## src/hw/addr_decode_pkg.sv

```systemverilog
// Purpose: shared constants and types for the local bus address decoder
// Assumes: 32-bit local addresses, 3-bit function code
// Notes:   region codes are one-hot target selects, except scsi, which also sets the channel controller select
package addr_decode_pkg;

  // function code spaces
  localparam logic [2:0] FC_USER_DATA  = 3'h1;
  localparam logic [2:0] FC_USER_PROG  = 3'h2;
  localparam logic [2:0] FC_SUPV_DATA  = 3'h5;
  localparam logic [2:0] FC_SUPV_PROG  = 3'h6;

  // main map boundaries
  localparam logic [31:0] VME_A24_BASE   = 32'hF0000000;
  localparam logic [31:0] VME_A32_BASE   = 32'hF1000000;
  localparam logic [31:0] ROM1_BASE      = 32'hFF800000;
  localparam logic [31:0] ROM2_BASE      = 32'hFFA00000;
  localparam logic [31:0] UPPER_RSV_BASE = 32'hFFC00000;
  localparam logic [31:0] LOCAL_IO_BASE  = 32'hFFFE0000;
  localparam logic [31:0] IO_RSV_BASE    = 32'hFFFE5000;
  localparam logic [31:0] SHORT_IO_BASE  = 32'hFFFF0000;

  // local I/O sub-blocks, selected by address bits 14:11 (2KB blocks)
  localparam logic [3:0] IO_BBRAM_LO = 4'h0;
  localparam logic [3:0] IO_BBRAM_HI = 4'h1;
  localparam logic [3:0] IO_PCC      = 4'h2;
  localparam logic [3:0] IO_LAN      = 4'h3;
  localparam logic [3:0] IO_VMECTL   = 4'h4;
  localparam logic [3:0] IO_PRINTER  = 4'h5;
  localparam logic [3:0] IO_SERIAL1  = 4'h6;
  localparam logic [3:0] IO_SERIAL2  = 4'h7;
  localparam logic [3:0] IO_SCSI_LO  = 4'h8;
  localparam logic [3:0] IO_SCSI_HI  = 4'h9;

  // memory size limits in bytes
  localparam logic [31:0] MEM_SIZE_MIN = 32'h00400000;
  localparam logic [31:0] MEM_SIZE_MAX = 32'h02000000;

  // bus cycles after reset that alias boot ROM at zero
  localparam int          BOOT_ALIAS_CYCLES = 4;
  localparam logic [2:0]  BOOT_ALIAS_CNT    = 3'h4;

  // port width codes
  localparam logic [1:0] WIDTH_NONE = 2'h0;
  localparam logic [1:0] WIDTH_8    = 2'h1;
  localparam logic [1:0] WIDTH_16   = 2'h2;
  localparam logic [1:0] WIDTH_32   = 2'h3;

  // target selects, one-hot except scsi, which also sets peripheral_channel_controller
  typedef struct packed {
    logic dram;
    logic vme_a32a24;
    logic vme_a24;
    logic vme_a32;
    logic rom1;
    logic rom2;
    logic bbram_clock;
    logic peripheral_channel_controller;
    logic lan;
    logic vme_ctl;
    logic prn_data;
    logic prn_status;
    logic serial1_b;
    logic serial1_a;
    logic serial2_b;
    logic serial2_a;
    logic scsi;
  } target_sel_t;

  // access request from the processor
  typedef struct packed {
    logic        start;
    logic        write;
    logic [2:0]  function_code;
    logic [31:0] addr;
  } bus_req_t;

  // decode answer
  typedef struct packed {
    target_sel_t sel;
    logic [1:0]  port_width;
    logic        cache_inhibit;
    logic        timeout;
    logic [31:0] local_addr;
  } decode_t;

endpackage

```

## src/hw/local_bus_address_decoder.sv

```systemverilog
// Purpose: decode processor program/data accesses into one-hot target selects (scsi also sets the channel controller select)
// Assumes: one request pulse per bus cycle, same clock as the processor bus logic
// Notes:   answer is registered one cycle after the request pulse
`timescale 1ns/1ps
`default_nettype none

module local_bus_address_decoder #(
  parameter logic [31:0] INSTALLED_MEMORY_SIZE = 32'h00400000,
  parameter bit          LAN_FITTED            = 1'b1
) (
  input  wire logic                       sys_clk,
  input  wire logic                       rst,
  input  wire addr_decode_pkg::bus_req_t  req,
  output var  addr_decode_pkg::decode_t   dec,
  output logic                            dec_valid,
  output logic                            boot_alias
);

  // the memory size must be a power of two within the supported span
  if (INSTALLED_MEMORY_SIZE < addr_decode_pkg::MEM_SIZE_MIN ||
      INSTALLED_MEMORY_SIZE > addr_decode_pkg::MEM_SIZE_MAX ||
      (INSTALLED_MEMORY_SIZE & (INSTALLED_MEMORY_SIZE - 32'h1)) != 32'h0)
  begin : g_bad_mem_size
    $error("installed memory size out of range");
  end

  logic [2:0]                  boot_cnt_ff;
  logic [2:0]                  nxt_boot_cnt;
  addr_decode_pkg::decode_t    dec_ff;
  addr_decode_pkg::decode_t    nxt_dec;
  logic                        valid_ff;

  // cycle counter for the reset-time ROM alias
  assign boot_alias   = boot_cnt_ff < addr_decode_pkg::BOOT_ALIAS_CNT;
  assign nxt_boot_cnt = (req.start && boot_alias) ? boot_cnt_ff + 3'h1 : boot_cnt_ff;

  // space and range qualification
  wire [31:0] a = req.addr;
  wire fc_ok = req.function_code == addr_decode_pkg::FC_USER_DATA ||
               req.function_code == addr_decode_pkg::FC_USER_PROG ||
               req.function_code == addr_decode_pkg::FC_SUPV_DATA ||
               req.function_code == addr_decode_pkg::FC_SUPV_PROG;
  wire in_dram     = a < INSTALLED_MEMORY_SIZE;
  wire in_vme_low  = !in_dram && a < addr_decode_pkg::VME_A24_BASE;
  wire in_vme_a24  = a >= addr_decode_pkg::VME_A24_BASE && a < addr_decode_pkg::VME_A32_BASE;
  wire in_vme_a32  = a >= addr_decode_pkg::VME_A32_BASE && a < addr_decode_pkg::ROM1_BASE;
  wire in_rom1     = a >= addr_decode_pkg::ROM1_BASE && a < addr_decode_pkg::ROM2_BASE;
  wire in_rom2     = a >= addr_decode_pkg::ROM2_BASE && a < addr_decode_pkg::UPPER_RSV_BASE;
  wire in_local_io = a >= addr_decode_pkg::LOCAL_IO_BASE && a < addr_decode_pkg::IO_RSV_BASE;
  wire in_short_io = a >= addr_decode_pkg::SHORT_IO_BASE;

  // local I/O block select, 2KB granules
  wire [3:0] io_blk   = a[14:11];
  wire       io_bbram = in_local_io && (io_blk == addr_decode_pkg::IO_BBRAM_LO ||
                                        io_blk == addr_decode_pkg::IO_BBRAM_HI);
  wire       io_pcc   = in_local_io && io_blk == addr_decode_pkg::IO_PCC;
  wire       io_lan   = in_local_io && io_blk == addr_decode_pkg::IO_LAN && LAN_FITTED;
  wire       io_vme   = in_local_io && io_blk == addr_decode_pkg::IO_VMECTL;
  wire       io_prn   = in_local_io && io_blk == addr_decode_pkg::IO_PRINTER;
  wire       io_ser1  = in_local_io && io_blk == addr_decode_pkg::IO_SERIAL1;
  wire       io_ser2  = in_local_io && io_blk == addr_decode_pkg::IO_SERIAL2;
  wire       io_scsi  = in_local_io && (io_blk == addr_decode_pkg::IO_SCSI_LO ||
                                        io_blk == addr_decode_pkg::IO_SCSI_HI);

  // target selects; repeated images fold onto the low address bits
  addr_decode_pkg::target_sel_t sel;
  always_comb
  begin
    sel = '0;
    if (fc_ok)
    begin
      sel.dram        = in_dram && !boot_alias;
      sel.rom1        = in_rom1 || (in_dram && boot_alias);
      sel.vme_a32a24  = in_vme_low;
      sel.vme_a24     = in_vme_a24;
      sel.vme_a32     = in_vme_a32 || in_short_io;
      sel.rom2        = in_rom2;
      sel.bbram_clock = io_bbram;
      sel.peripheral_channel_controller         = io_pcc || io_scsi;
      sel.lan         = io_lan;
      sel.vme_ctl     = io_vme;
      sel.prn_data    = io_prn && req.write;
      sel.prn_status  = io_prn && !req.write;
      sel.serial1_b   = io_ser1 && !a[1];
      sel.serial1_a   = io_ser1 && a[1];
      sel.serial2_b   = io_ser2 && !a[1];
      sel.serial2_a   = io_ser2 && a[1];
      sel.scsi        = io_scsi;
    end
  end

  // width, cache-inhibit and time-out
  wire any_sel = |sel;
  wire is_w16  = sel.rom1 || sel.rom2 || sel.vme_a24 || sel.vme_a32 || sel.lan || sel.vme_ctl;
  wire is_w8   = sel.bbram_clock || sel.prn_data || sel.prn_status ||
                 sel.serial1_a || sel.serial1_b || sel.serial2_a || sel.serial2_b || sel.scsi;
  wire is_w32  = sel.dram || sel.vme_a32a24 || (sel.peripheral_channel_controller && !sel.scsi && !a[4] && !a[5]);

  always_comb
  begin
    nxt_dec               = '0;
    nxt_dec.sel           = sel;
    nxt_dec.timeout       = !any_sel;
    nxt_dec.cache_inhibit = any_sel && !sel.dram;
    nxt_dec.port_width    = is_w32 ? addr_decode_pkg::WIDTH_32 :
                            is_w8  ? addr_decode_pkg::WIDTH_8 :
                            (is_w16 || sel.peripheral_channel_controller) ? addr_decode_pkg::WIDTH_16 :
                            addr_decode_pkg::WIDTH_NONE;
    // mirrors fold: bbram/clock 2KB, serial and scsi 2B with only a[0] kept
    nxt_dec.local_addr    = sel.bbram_clock ? {21'h0, a[10:0]} :
                            sel.scsi        ? {31'h0, a[0]} :
                            (sel.serial1_a || sel.serial1_b ||
                             sel.serial2_a || sel.serial2_b) ? {31'h0, a[0]} :
                            sel.peripheral_channel_controller         ? {26'h0, a[5:0]} :
                            a;
  end

  // registered answer
  always_ff @(posedge sys_clk)
  begin
    if (rst)
    begin
      boot_cnt_ff <= 3'h0;
      dec_ff      <= '0;
      valid_ff    <= 1'b0;
    end
    else
    begin
      boot_cnt_ff <= nxt_boot_cnt;
      dec_ff      <= req.start ? nxt_dec : dec_ff;
      valid_ff    <= req.start;
    end
  end

  assign dec       = dec_ff;
  assign dec_valid = valid_ff;

endmodule
`default_nettype wire

```

## config.mk

```make
export PLATFORM = sky130hd
export DESIGN_NAME = local_bus_address_decoder
export DESIGN_NICKNAME = d
export VERILOG_FILES = /design/src/hw/addr_decode_pkg.sv /design/src/hw/local_bus_address_decoder.sv
export SDC_FILE = /design/constraint.sdc
export NUM_CORES = 1
export LEC_CHECK = 0
export ABC_AREA = 1
export BUFFER_PORTS_ARGS = -buffer_cell sky130_fd_sc_hd__buf_2
export CAP_MARGIN = 5
export CORE_MARGIN = 2
export CORE_UTILIZATION = 49
export CTS_CLUSTER_DIAMETER = 80
export CTS_CLUSTER_SIZE = 30
export DETAILED_ROUTE_END_ITERATION = 16
export GPL_TIMING_DRIVEN = 0
export PLACE_DENSITY = 0.85
export SYNTH_ARGS = -nofsm -noshare
export SYNTH_HDL_FRONTEND = slang
export SYNTH_SLANG_ARGS = --single-unit
export TNS_END_PERCENT = 30
```

## constraint.sdc

```tcl
create_clock -name sys_clk -period 2.1 [get_ports sys_clk]
set_input_delay 0.315 -clock sys_clk [delete_from_list [all_inputs] [get_ports sys_clk]]
set_output_delay 0.315 -clock sys_clk [all_outputs]
set_load 0.02 [all_outputs]
```

==> results.yml, run 1 <==
flow_run:
  cap_violations: 0
sta:
  setup_viol: 0
  skew_ns: 0.00135
  slew_headroom: 0.553
  max_freq_mhz: 581
  rsz0062_at_grt: "false"
  setup_tns_ns: 0
  finalHoldViolCount: 0
  fin_crit_ns: 1.72
  worst_pin_slew_ns: 0.669
  setup_slack_ns: 0.380
  period_share: 0.819
  slew_violations: 0
  worst_hold_slack_ns: 0.188
routing:
  wl_per_cell_um: 13.2
  finalWirelength_um: 7060
  vias: 2698
  drtAntennaViolNets: 0
  first_pass_iters: 4
  drt_iter0_drc: 173
  via_per_inst: 5.03
  route.detailed.drc: 0
floorplan:
  dieHeight_um: 77.2
  die-area_um2: 5960
  io_pins: 94
  start_util: 0.510
  rows: 26
  die_x_um: 77.2
  core_um2: 5140
logic_synthesis:
  synth_cells: 361
  synth.avg_cell_area_um2: 7.27
  yosys_register_bits: 57
  synth_cell_types: 28
  synth_warnings: 0
  synth_area_um2: 2620
  syn-num-nets: 401
  synth_seq_area_share: 0.435
cells_and_area:
  areaGrowthSynthToFinish_pct: 26.4
  fin_nets: 503
  drive_above_1_share: 0.292
  post-route-util: 0.645
  antennaDiodeCount: 0
  final_common_cell: "nand2_1"
  nFillCells: 508
  layout_common_cells: "nand2_1 (119), buf_2 (91), dfxtp_1 (57), nor2_1 (37), o21ai_0 (30)"
clocking:
  cts_sinks: 57
  cts.clk_slew.worst_paths_ns: 0.06
  hold_buffers: 0
  post_cts_buffers: 0
  tritoncts: "built"
  htreeDepth: 3
  numCtsBuffers: 9
  cts-root-buf: "clkbuf_8"
  ctsResizeCount: 0
  clk_path_buf_depth: 2
  clk_latency_ns: 0.33
setup_path:
  path_common_cell: "clkbuf_1"
  r2r-end: "dec[35]"
  cp-end-kind: "flop"
  rrSetupSlack_ns: 0.88
  worst_ep_arrival_time_ns: 1.99
  critPathLaunchType: "primary input"
  cp_max_fo: 10
  cp.required_ns: 2.37
  cp_cell_sequence: "buf_2, clkbuf_1, nor2_1, clkbuf_1, nand2_1, o21ai_2"
  crit-reg2reg-launch: "boot_cnt_ff[2]"
  ff2ff_path_depth: 7
  cpMaxStageDelayCell: "nor2_1"
  slowest_delay_ns: 0.59
  critical_path_class: "in -> reg"
grt:
  grt-ovfl-total: 0
  grt_pass1_vias: 2589
  grt_start_max_net_pins: 11
  grt_pass1_wl_um: 11900
  antenna_found_initial: 0
  grt.total_usage: 0.254
min_path:
  hp-class: "in -> reg"
  hold_start: "req[0]"
  hold_depth: 2
  min_to: "dec[0]"
placement:
  gp_congestion: 0.879
  place_hpwl_um: 5470
  portBuffers: 91
  pre_cts_slack_ns: 0.0674
power_and_ir_drop:
  p_per_area_nw_per_um2: 698
  p_leak_nw: 1.71
  ir_drop_mv: 0.487
  power_mw: 2.31
run_status:
  status: "finished clean"
==> synth_stat cells <==
cell type  instances  area share
dfxtp_1           57        0.43
buf_8              1      0.0057
o31ai_1            1      0.0029
nor2_1            37       0.053
o21bai_1           2      0.0057
nand3_1           16       0.031
nand2_2            3      0.0072
a21oi_1            8       0.015
nand2_1          119        0.17
a22o_1             2      0.0067
clkbuf_1          10       0.014
nand2_4            4       0.017
nor2_8             2       0.015
a32o_1             1      0.0038
nor4_1             2      0.0048
nor3_1             9       0.017
nor2_4             3       0.013
o211ai_1           1      0.0029
nand4_1            5       0.012
o21ai_0           30       0.057
o21ai_2           10       0.033
nand4_4            2       0.016
inv_1             28       0.040
nor2_2             3      0.0072
ha_1               1      0.0048
nand3_2            1      0.0038
inv_2              2      0.0029
or2_2              1      0.0024
==> kinds of logic after synthesis <==
kind of cell               Yosys count  synth area share
AOI/OAI and AO/OA                   55             0.128
adders and majority gates            1           0.00477
buffers and inverters               41            0.0629
DFF                                 57             0.435
and+or+nand+nor                    207             0.370
==> sequential cells by signal, summed over array words and instances (netlist names) <==
| signal | cells |
|---|---|
| boot_cnt_ff | 3 |
| dec_valid | 1 |
| dec | 53 |
==> cell type report <==
cell class | count | area [um2] | area share
well taps | 70 | 87.6 | 0.0264
clock inverters | 4 | 22.5 | 0.00679
flip-flops and latches | 57 | 1140 | 0.344
plain buffers | 11 | 52.6 | 0.0158
multi-input cells | 263 | 1320 | 0.397
repair buffers | 91 | 455 | 0.137
inverters | 30 | 113 | 0.0339
clock buffers | 10 | 128 | 0.0385
==> metrics by stage <==
step	area (um2)	std cells
after global routing	3320	536
after floorplan	2620	361
after detailed placement	3170	522
after global placement	3170	522
final	3320	536
after CTS	3320	536
==> layer usage <==
layer	part of all wire	vias to the layer above	global-route usage	routed length (um)
met5	0	-	0	0
met4	0.018	0	0.107	127
met3	0.077	12	0.0612	545
met2	0.47	96	0.416	3290
met1	0.44	1223	0.319	3100
li1	-	1367	-	-
==> report_power, final <==
group	switching [mW]	leakage [nW]	internal [mW]	total, mW
Clock	0.401	0.0778	0.407	0.808
Sequential	0.0258	0.468	1.13	1.16
Combinational	0.231	1.17	0.115	0.346
==> worst max-delay path by stage <==
stage | start | to | slack [ns] | cells past startpoint
floorplan | req[12] | dec[13] | 0.52 | 9
detailed placement | req[36] | dec[41] | 0.07 | 6
global route | req[36] | dec[13] | 0.27 | 6
finish | req[36] | dec[18] | 0.38 | 6
CTS | req[36] | dec[41] | 0.41 | 6
global placement | req[12] | dec[27] | 0.11 | 10
==> critical path, delay by kind of cell <==
family / cells / cell delay [ns]
and+or+nand+nor: 2 / 0.76
buffers and inverters: 3 / 0.83
AOI/OAI and AO/OA: 1 / 0.09
Note: power is estimated with default switching activity, not from simulation.
==> inputs of run 2 (changes only) <==
--- a/config.mk
+++ b/config.mk
@@ -5,16 +5,16 @@
 export SDC_FILE = /design/constraint.sdc
 export NUM_CORES = 1
 export LEC_CHECK = 0
-export ABC_AREA = 1
+export ABC_AREA = 0
 export BUFFER_PORTS_ARGS = -buffer_cell sky130_fd_sc_hd__buf_2
 export CAP_MARGIN = 5
 export CORE_MARGIN = 2
-export CORE_UTILIZATION = 49
+export CORE_UTILIZATION = 42
 export CTS_CLUSTER_DIAMETER = 80
 export CTS_CLUSTER_SIZE = 30
 export DETAILED_ROUTE_END_ITERATION = 16
 export GPL_TIMING_DRIVEN = 0
-export PLACE_DENSITY = 0.85
+export PLACE_DENSITY = 0.8
 export SYNTH_ARGS = -nofsm -noshare
 export SYNTH_HDL_FRONTEND = slang
 export SYNTH_SLANG_ARGS = --single-unit
==> constraint.sdc (replaced) <==
create_clock -name sys_clk -period 1.5 [get_ports sys_clk]
set_input_delay 0.225 -clock sys_clk [delete_from_list [all_inputs] [get_ports sys_clk]]
set_output_delay 0.225 -clock sys_clk [all_outputs]
set_load 0.02 [all_outputs]
==> results.yml, run 2 <==
logic_synthesis:
  synth_ff_type: "dfxtp_1"
  synth_edf_count: 0
  synth.most_common_cell: "dfxtp_1"
  synth_area_leader_cell: "dfxtp_1"
  synth_area_um2: 2230
  yosysTopAreaCellShare: 0.511
  synth.avg_cell_area_um2: 9.70
  synth_warnings: 0
  synth_cell_types: 43
  synthTopCellsByArea: "dfxtp_1 (51%), a22o_1 (12%), nand2_1 (3.7%)"
  yosys_register_bits: 57
  synth_cells: 230
  synthArstFlopShare: 0
  synth_common_cells: "dfxtp_1 (57), a22o_1 (31), nand2_1 (22), a21oi_1 (15), nor2_1 (15)"
  synth_seq_area_share: 0.511
  syn-num-nets: 270
sta:
  slew_violations: 0
  skew_ns: 0.00360
  max_freq_mhz: 653
  setup_tns_ns: -0.0940
  worst_pin_slew_ns: 0.589
  slew_headroom: 0.605
  fin_crit_ns: 1.53
  setup_viol: 4
  period_share: 1.02
  rsz0062_at_grt: "true"
  finalHoldViolCount: 0
  setup_slack_ns: -0.0323
setup_path:
  worst-path-buf-inv: 1
  cp.required_ns: 1.70
  critical_path_class: "in -> reg"
  cp-end-kind: "flop"
  crit_family: "compound AO/OA/AOI/OAI gates"
  cp_max_fo: 3
  slowest_delay_ns: 0.42
  cpMaxStageDelayCell: "nor4_2"
  worst_ep_arrival_time_ns: 1.73
  critPathLaunchType: "primary input"
  cp_cell_sequence: "buf_2, nor4_2, a311oi_1, a311o_1, a31oi_1, a211oi_1"
  rrSetupSlack_ns: -0.03
cells_and_area:
  largest_register_ffs: 53
  areaGrowthSynthToFinish_pct: 37.3
  fin_nets: 375
  final_common_cell: "buf_2"
  nFillCells: 446
  antennaDiodeCount: 0
  drive_above_1_share: 0.362
  layout_common_cells: "buf_2 (90), dfxtp_1 (57), a22o_1 (31), nand2_1 (22), nor2_1 (15)"
power_and_ir_drop:
  p_per_area_nw_per_um2: 1190
  p_leak_nw: 1.38
  ir_drop_mv: 0.484
flow_run:
  cap_violations: 0
clocking:
  cts-root-buf: "clkbuf_8"
  numCtsBuffers: 9
  cts.clk_slew.worst_paths_ns: 0.06
  htreeDepth: 3
  hold_buffers: 0
  cts_sinks: 57
  tritoncts: "built"
  clk_latency_ns: 0.33
  clk_path_buf_depth: 2
run_status:
  violations: "setup timing"
  status: "complete, but fails checks"
grt:
  grt_start_max_net_pins: 11
  grt-ovfl-total: 0
  grt_pass1_vias: 2028
  grt.total_usage: 0.206
  grt_pass1_wl_um: 9540
  antenna_found_initial: 0
floorplan:
  start_util: 0.437
  core_um2: 5110
  rows: 26
  io_pins: 94
  die-area_um2: 5910
  dieHeight_um: 76.9
  die_x_um: 76.9
routing:
  drtAntennaViolNets: 0
  via_per_inst: 5.25
  route.detailed.drc: 0
  first_pass_iters: 4
  finalWirelength_um: 5870
  wl_per_cell_um: 14.3
  vias: 2152
  drt_iter0_drc: 127
placement:
  portBuffers: 89
  gp_congestion: 0.839
  place_hpwl_um: 4240
  pre_cts_slack_ns: -0.386
min_path:
  hp-class: "in -> reg"
[run 2: final cells by class]
class	instances	area (um2)	share of cell area
clock buffer	14	163	0.0531
buffer	13	62.6	0.0204
tap	70	87.6	0.0286
timing repair buffer	94	483	0.158
inverter	5	18.8	0.00612
multi-input combinational	155	1050	0.342
clock inverter	2	60.1	0.0196
sequential	57	1140	0.372
[run 2: layer usage]
| layer | vias up | global-route usage | routed length [um] |
|---|---|---|---|
| li1 | 1074 | - | - |
| met1 | 985 | 0.260 | 2660 |
| met2 | 78 | 0.305 | 2690 |
| met3 | 15 | 0.0553 | 385 |
| met4 | 0 | 0.140 | 134 |
| met5 | - | 0 | 0 |
[run 2: through the flow]
stage | instance area (um2) | std cells | hold slack [ns] | util | total power [mW]
floorplan | 2250 | 230 | 0.328 | - | 1.91
global placement | 2790 | 389 | 0.433 | 0.546 | 2.07
detailed placement | 2790 | 389 | 0.439 | 0.546 | 2.08
CTS | 3030 | 407 | 0.0865 | 0.594 | 3.67
global route | 3070 | 410 | 0.0894 | 0.600 | 3.80
finish | 3070 | 410 | 0.0972 | 0.600 | 3.65
[run 2: repair_timing]
| action | CTS | global route |
|---|---|---|
| endpoints found under the setup margin | 15 | 35 |
| pin swaps | 1 | 1 |
| setup buffers | 2 | 3 |
| gates resized for setup | 2 | 4 |
| cloned | 0 | 0 |
[run 2: cells by family after synthesis]
family | after synthesis | synth area share
XOR/XNOR | 3 | 0.0151
AND/OR/NAND/NOR | 76 | 0.186
multiplexers | 2 | 0.00897
flip-flops | 57 | 0.511
buffers and inverters | 18 | 0.0314
adder cells (fa/ha/maj) | 1 | 0.00560
AO/OA/AOI/OAI | 73 | 0.242
[run 2: report_power, final]
group | internal (mW) | leakage [nW] | switching, mW
Clock | 1.03 | 0.111 | 0.566
Combinational | 0.171 | 0.799 | 0.268
Sequential | 1.58 | 0.467 | 0.0348
[run 2: worst reg2reg max path: stages (launching register included)]
cell and delay, ns:
dfxtp_1 0.45, inv_1 0.12, a31oi_1 0.20, o22ai_1 0.13, nor4_1 0.34, o21ai_0 0.16
[run 2: final timing paths]
path	from	end	cells after the start
worst min-delay path	req[35]	dec[41]	2
worst max register to register	boot_cnt_ff[2]	dec[33]	5
worst max-delay path	req[28]	dec[34]	6
worst min register to register	dec[38]	dec[38]	2
==> inputs of run 3 (changes only) <==
--- a/config.mk
+++ b/config.mk
@@ -8,13 +8,14 @@
 export ABC_AREA = 0
 export BUFFER_PORTS_ARGS = -buffer_cell sky130_fd_sc_hd__buf_2
 export CAP_MARGIN = 5
-export CORE_MARGIN = 2
+export CORE_MARGIN = 10
 export CORE_UTILIZATION = 42
 export CTS_CLUSTER_DIAMETER = 80
 export CTS_CLUSTER_SIZE = 30
 export DETAILED_ROUTE_END_ITERATION = 16
 export GPL_TIMING_DRIVEN = 0
 export PLACE_DENSITY = 0.8
+export RECOVER_POWER = 25
 export SYNTH_ARGS = -nofsm -noshare
 export SYNTH_HDL_FRONTEND = slang
 export SYNTH_SLANG_ARGS = --single-unit
==> results.yml, run 3 (synthesized netlist as in run 2, its figures left out) <==
setup_path:
  cp-startpoint: "req[27]"
  cp.required_ns: 1.71
  cp_max_fo: 4
  crit-reg2reg-launch: "boot_cnt_ff[2]"
  cpMaxStageDelayCell: "nor4_2"
  worst_ep_arrival_time_ns: 1.69
  ff2ff_path_depth: 5
  rrSetupSlack_ns: 0.09
  critical_path_class: "in -> reg"
  crit_end: "dec[34]"
  crit_cells: 6
  cp-end-kind: "flop"
  worst-path-buf-inv: 1
  crit_family: "compound AO/OA/AOI/OAI gates"
  critPathLaunchType: "primary input"
  slowest_delay_ns: 0.38
  r2r-end: "dec[32]"
  cp_cell_sequence: "buf_2, nor4_2, a311oi_1, a311o_1, a31oi_1, a211oi_1"
grt:
  grt_pass1_vias: 2046
  grt_pass1_wl_um: 10300
  antenna_found_initial: 0
  grt.total_usage: 0.151
  grt-ovfl-total: 0
  grt_start_max_net_pins: 11
sta:
  rsz0062_at_grt: "true"
  max_freq_mhz: 672
  slew_headroom: 0.605
  worst_hold_slack_ns: 0.0841
  setup_viol: 0
  finalHoldViolCount: 0
  setup_tns_ns: 0
  period_share: 0.992
  skew_ns: 0.00362
  slew_violations: 0
  worst_pin_slew_ns: 0.592
  fin_crit_ns: 1.49
power_and_ir_drop:
  intPower_mw: 2.56
  switchingPower_uw: 894
  pwr-share-clk: 0.403
  p_leak_nw: 1.28
  power_frac_seq: 0.469
  power_mw: 3.45
  comb_power_share: 0.127
  ir_drop_mv: 0.588
  switching_share: 0.259
  p_per_area_nw_per_um2: 1150
min_path:
  hp-class: "in -> reg"
  hold_start: "req[35]"
cells_and_area:
  largest_register_ffs: 53
  final_common_cell: "buf_2"
  fin_nets: 375
  layout_common_cells: "buf_2 (69), dfxtp_1 (57), clkbuf_1 (33), a22o_1 (31), nand2_1 (22)"
  fin_cells: 410
  post-route-util: 0.584
  areaGrowthSynthToFinish_pct: 34.6
  drive_above_1_share: 0.300
  antennaDiodeCount: 0
run_status:
  status: "finished clean"
routing:
  wl_per_cell_um: 16.5
  drtAntennaViolNets: 0
  first_pass_iters: 4
  finalWirelength_um: 6780
  route.detailed.drc: 0
  vias: 2169
  via_per_inst: 5.29
  drt_iter0_drc: 207
placement:
  gp_congestion: 0.877
  portBuffers: 89
  placed_cells: 389
  place_hpwl_um: 4990
flow_run:
  cap_violations: 0
floorplan:
  rows: 26
  die_x_um: 92.9
  start_util: 0.434
  io_pins: 94
  core_um2: 5140
  dieHeight_um: 92.9
  die-area_um2: 8630
clocking:
  cts-root-buf: "clkbuf_8"
  htreeDepth: 3
  tritoncts: "built"
  numCtsBuffers: 9
  cts_sinks: 57
  clk_latency_ns: 0.34
  cts.clk_slew.worst_paths_ns: 0.06
  clk_path_buf_depth: 2
## run 3: cell types whose count changed in the layout (fill, tap and decap cells not counted), sizes merged
| cell | change |
|---|---|
| buf | -21 |
| clkbuf | +20 |
| clkinv | +2 |
| bufinv | -1 |
## run 3: layout make-up
| cell class | instances | area [um2] |
|---|---|---|
| clock buffer | 13 | 149 |
| buffer | 13 | 63.8 |
| fill | 488 | 2140 |
| timing repair buffer | 94 | 457 |
| tap | 70 | 87.6 |
| multi-input combinational | 155 | 1050 |
| clock inverter | 3 | 40.0 |
| inverter | 5 | 18.8 |
| sequential | 57 | 1140 |
## run 3: power groups by stage
stage / combinational (mW) / clock [mW] / sequential (mW)
4_1_cts: 0.442 / 1.42 / 1.62
2_1_floorplan: 0.176 / 0 / 1.73
3_5_place_dp: 0.438 / 0 / 1.65
6_report: 0.439 / 1.39 / 1.62
3_3_place_gp: 0.431 / 0 / 1.65
5_1_grt: 0.478 / 1.48 / 1.63
## run 3: stage by stage
stage	instance area [um2]	setup slack, ns
2_1_floorplan	2250	-0.0253
3_3_place_gp	2790	-0.353
3_5_place_dp	2790	-0.420
4_1_cts	2980	-0.000765
5_1_grt	3000	-0.0587
6_report	3000	0.0119
## run 3: repair_timing
| action | CTS | global route |
|---|---|---|
| setup endpoints to repair | 2 | 34 |
| pin swaps | 1 | 2 |
| buffers inserted | 0 | 5 |
| hold buffers | 0 | 0 |
| gates resized for setup | 1 | 7 |
## run 3: worst min path at each step
stage | end | slack, ns | depth (start not counted)
2_1_floorplan | dec[41] | 0.33 | 1
4_1_cts | dec[41] | 0.07 | 2
3_3_place_gp | dec[41] | 0.43 | 2
5_1_grt | dec[41] | 0.08 | 2
3_5_place_dp | dec[41] | 0.44 | 2
6_report | dec[41] | 0.08 | 2
## run 3: metal layers
layer | vias to the layer above | wire length [um] | GRT usage
met5 | - | 0 | 0
met4 | 0 | 187 | 0.102
met3 | 17 | 553 | 0.0565
met2 | 74 | 3150 | 0.226
met1 | 1009 | 2890 | 0.175
li1 | 1069 | - | -
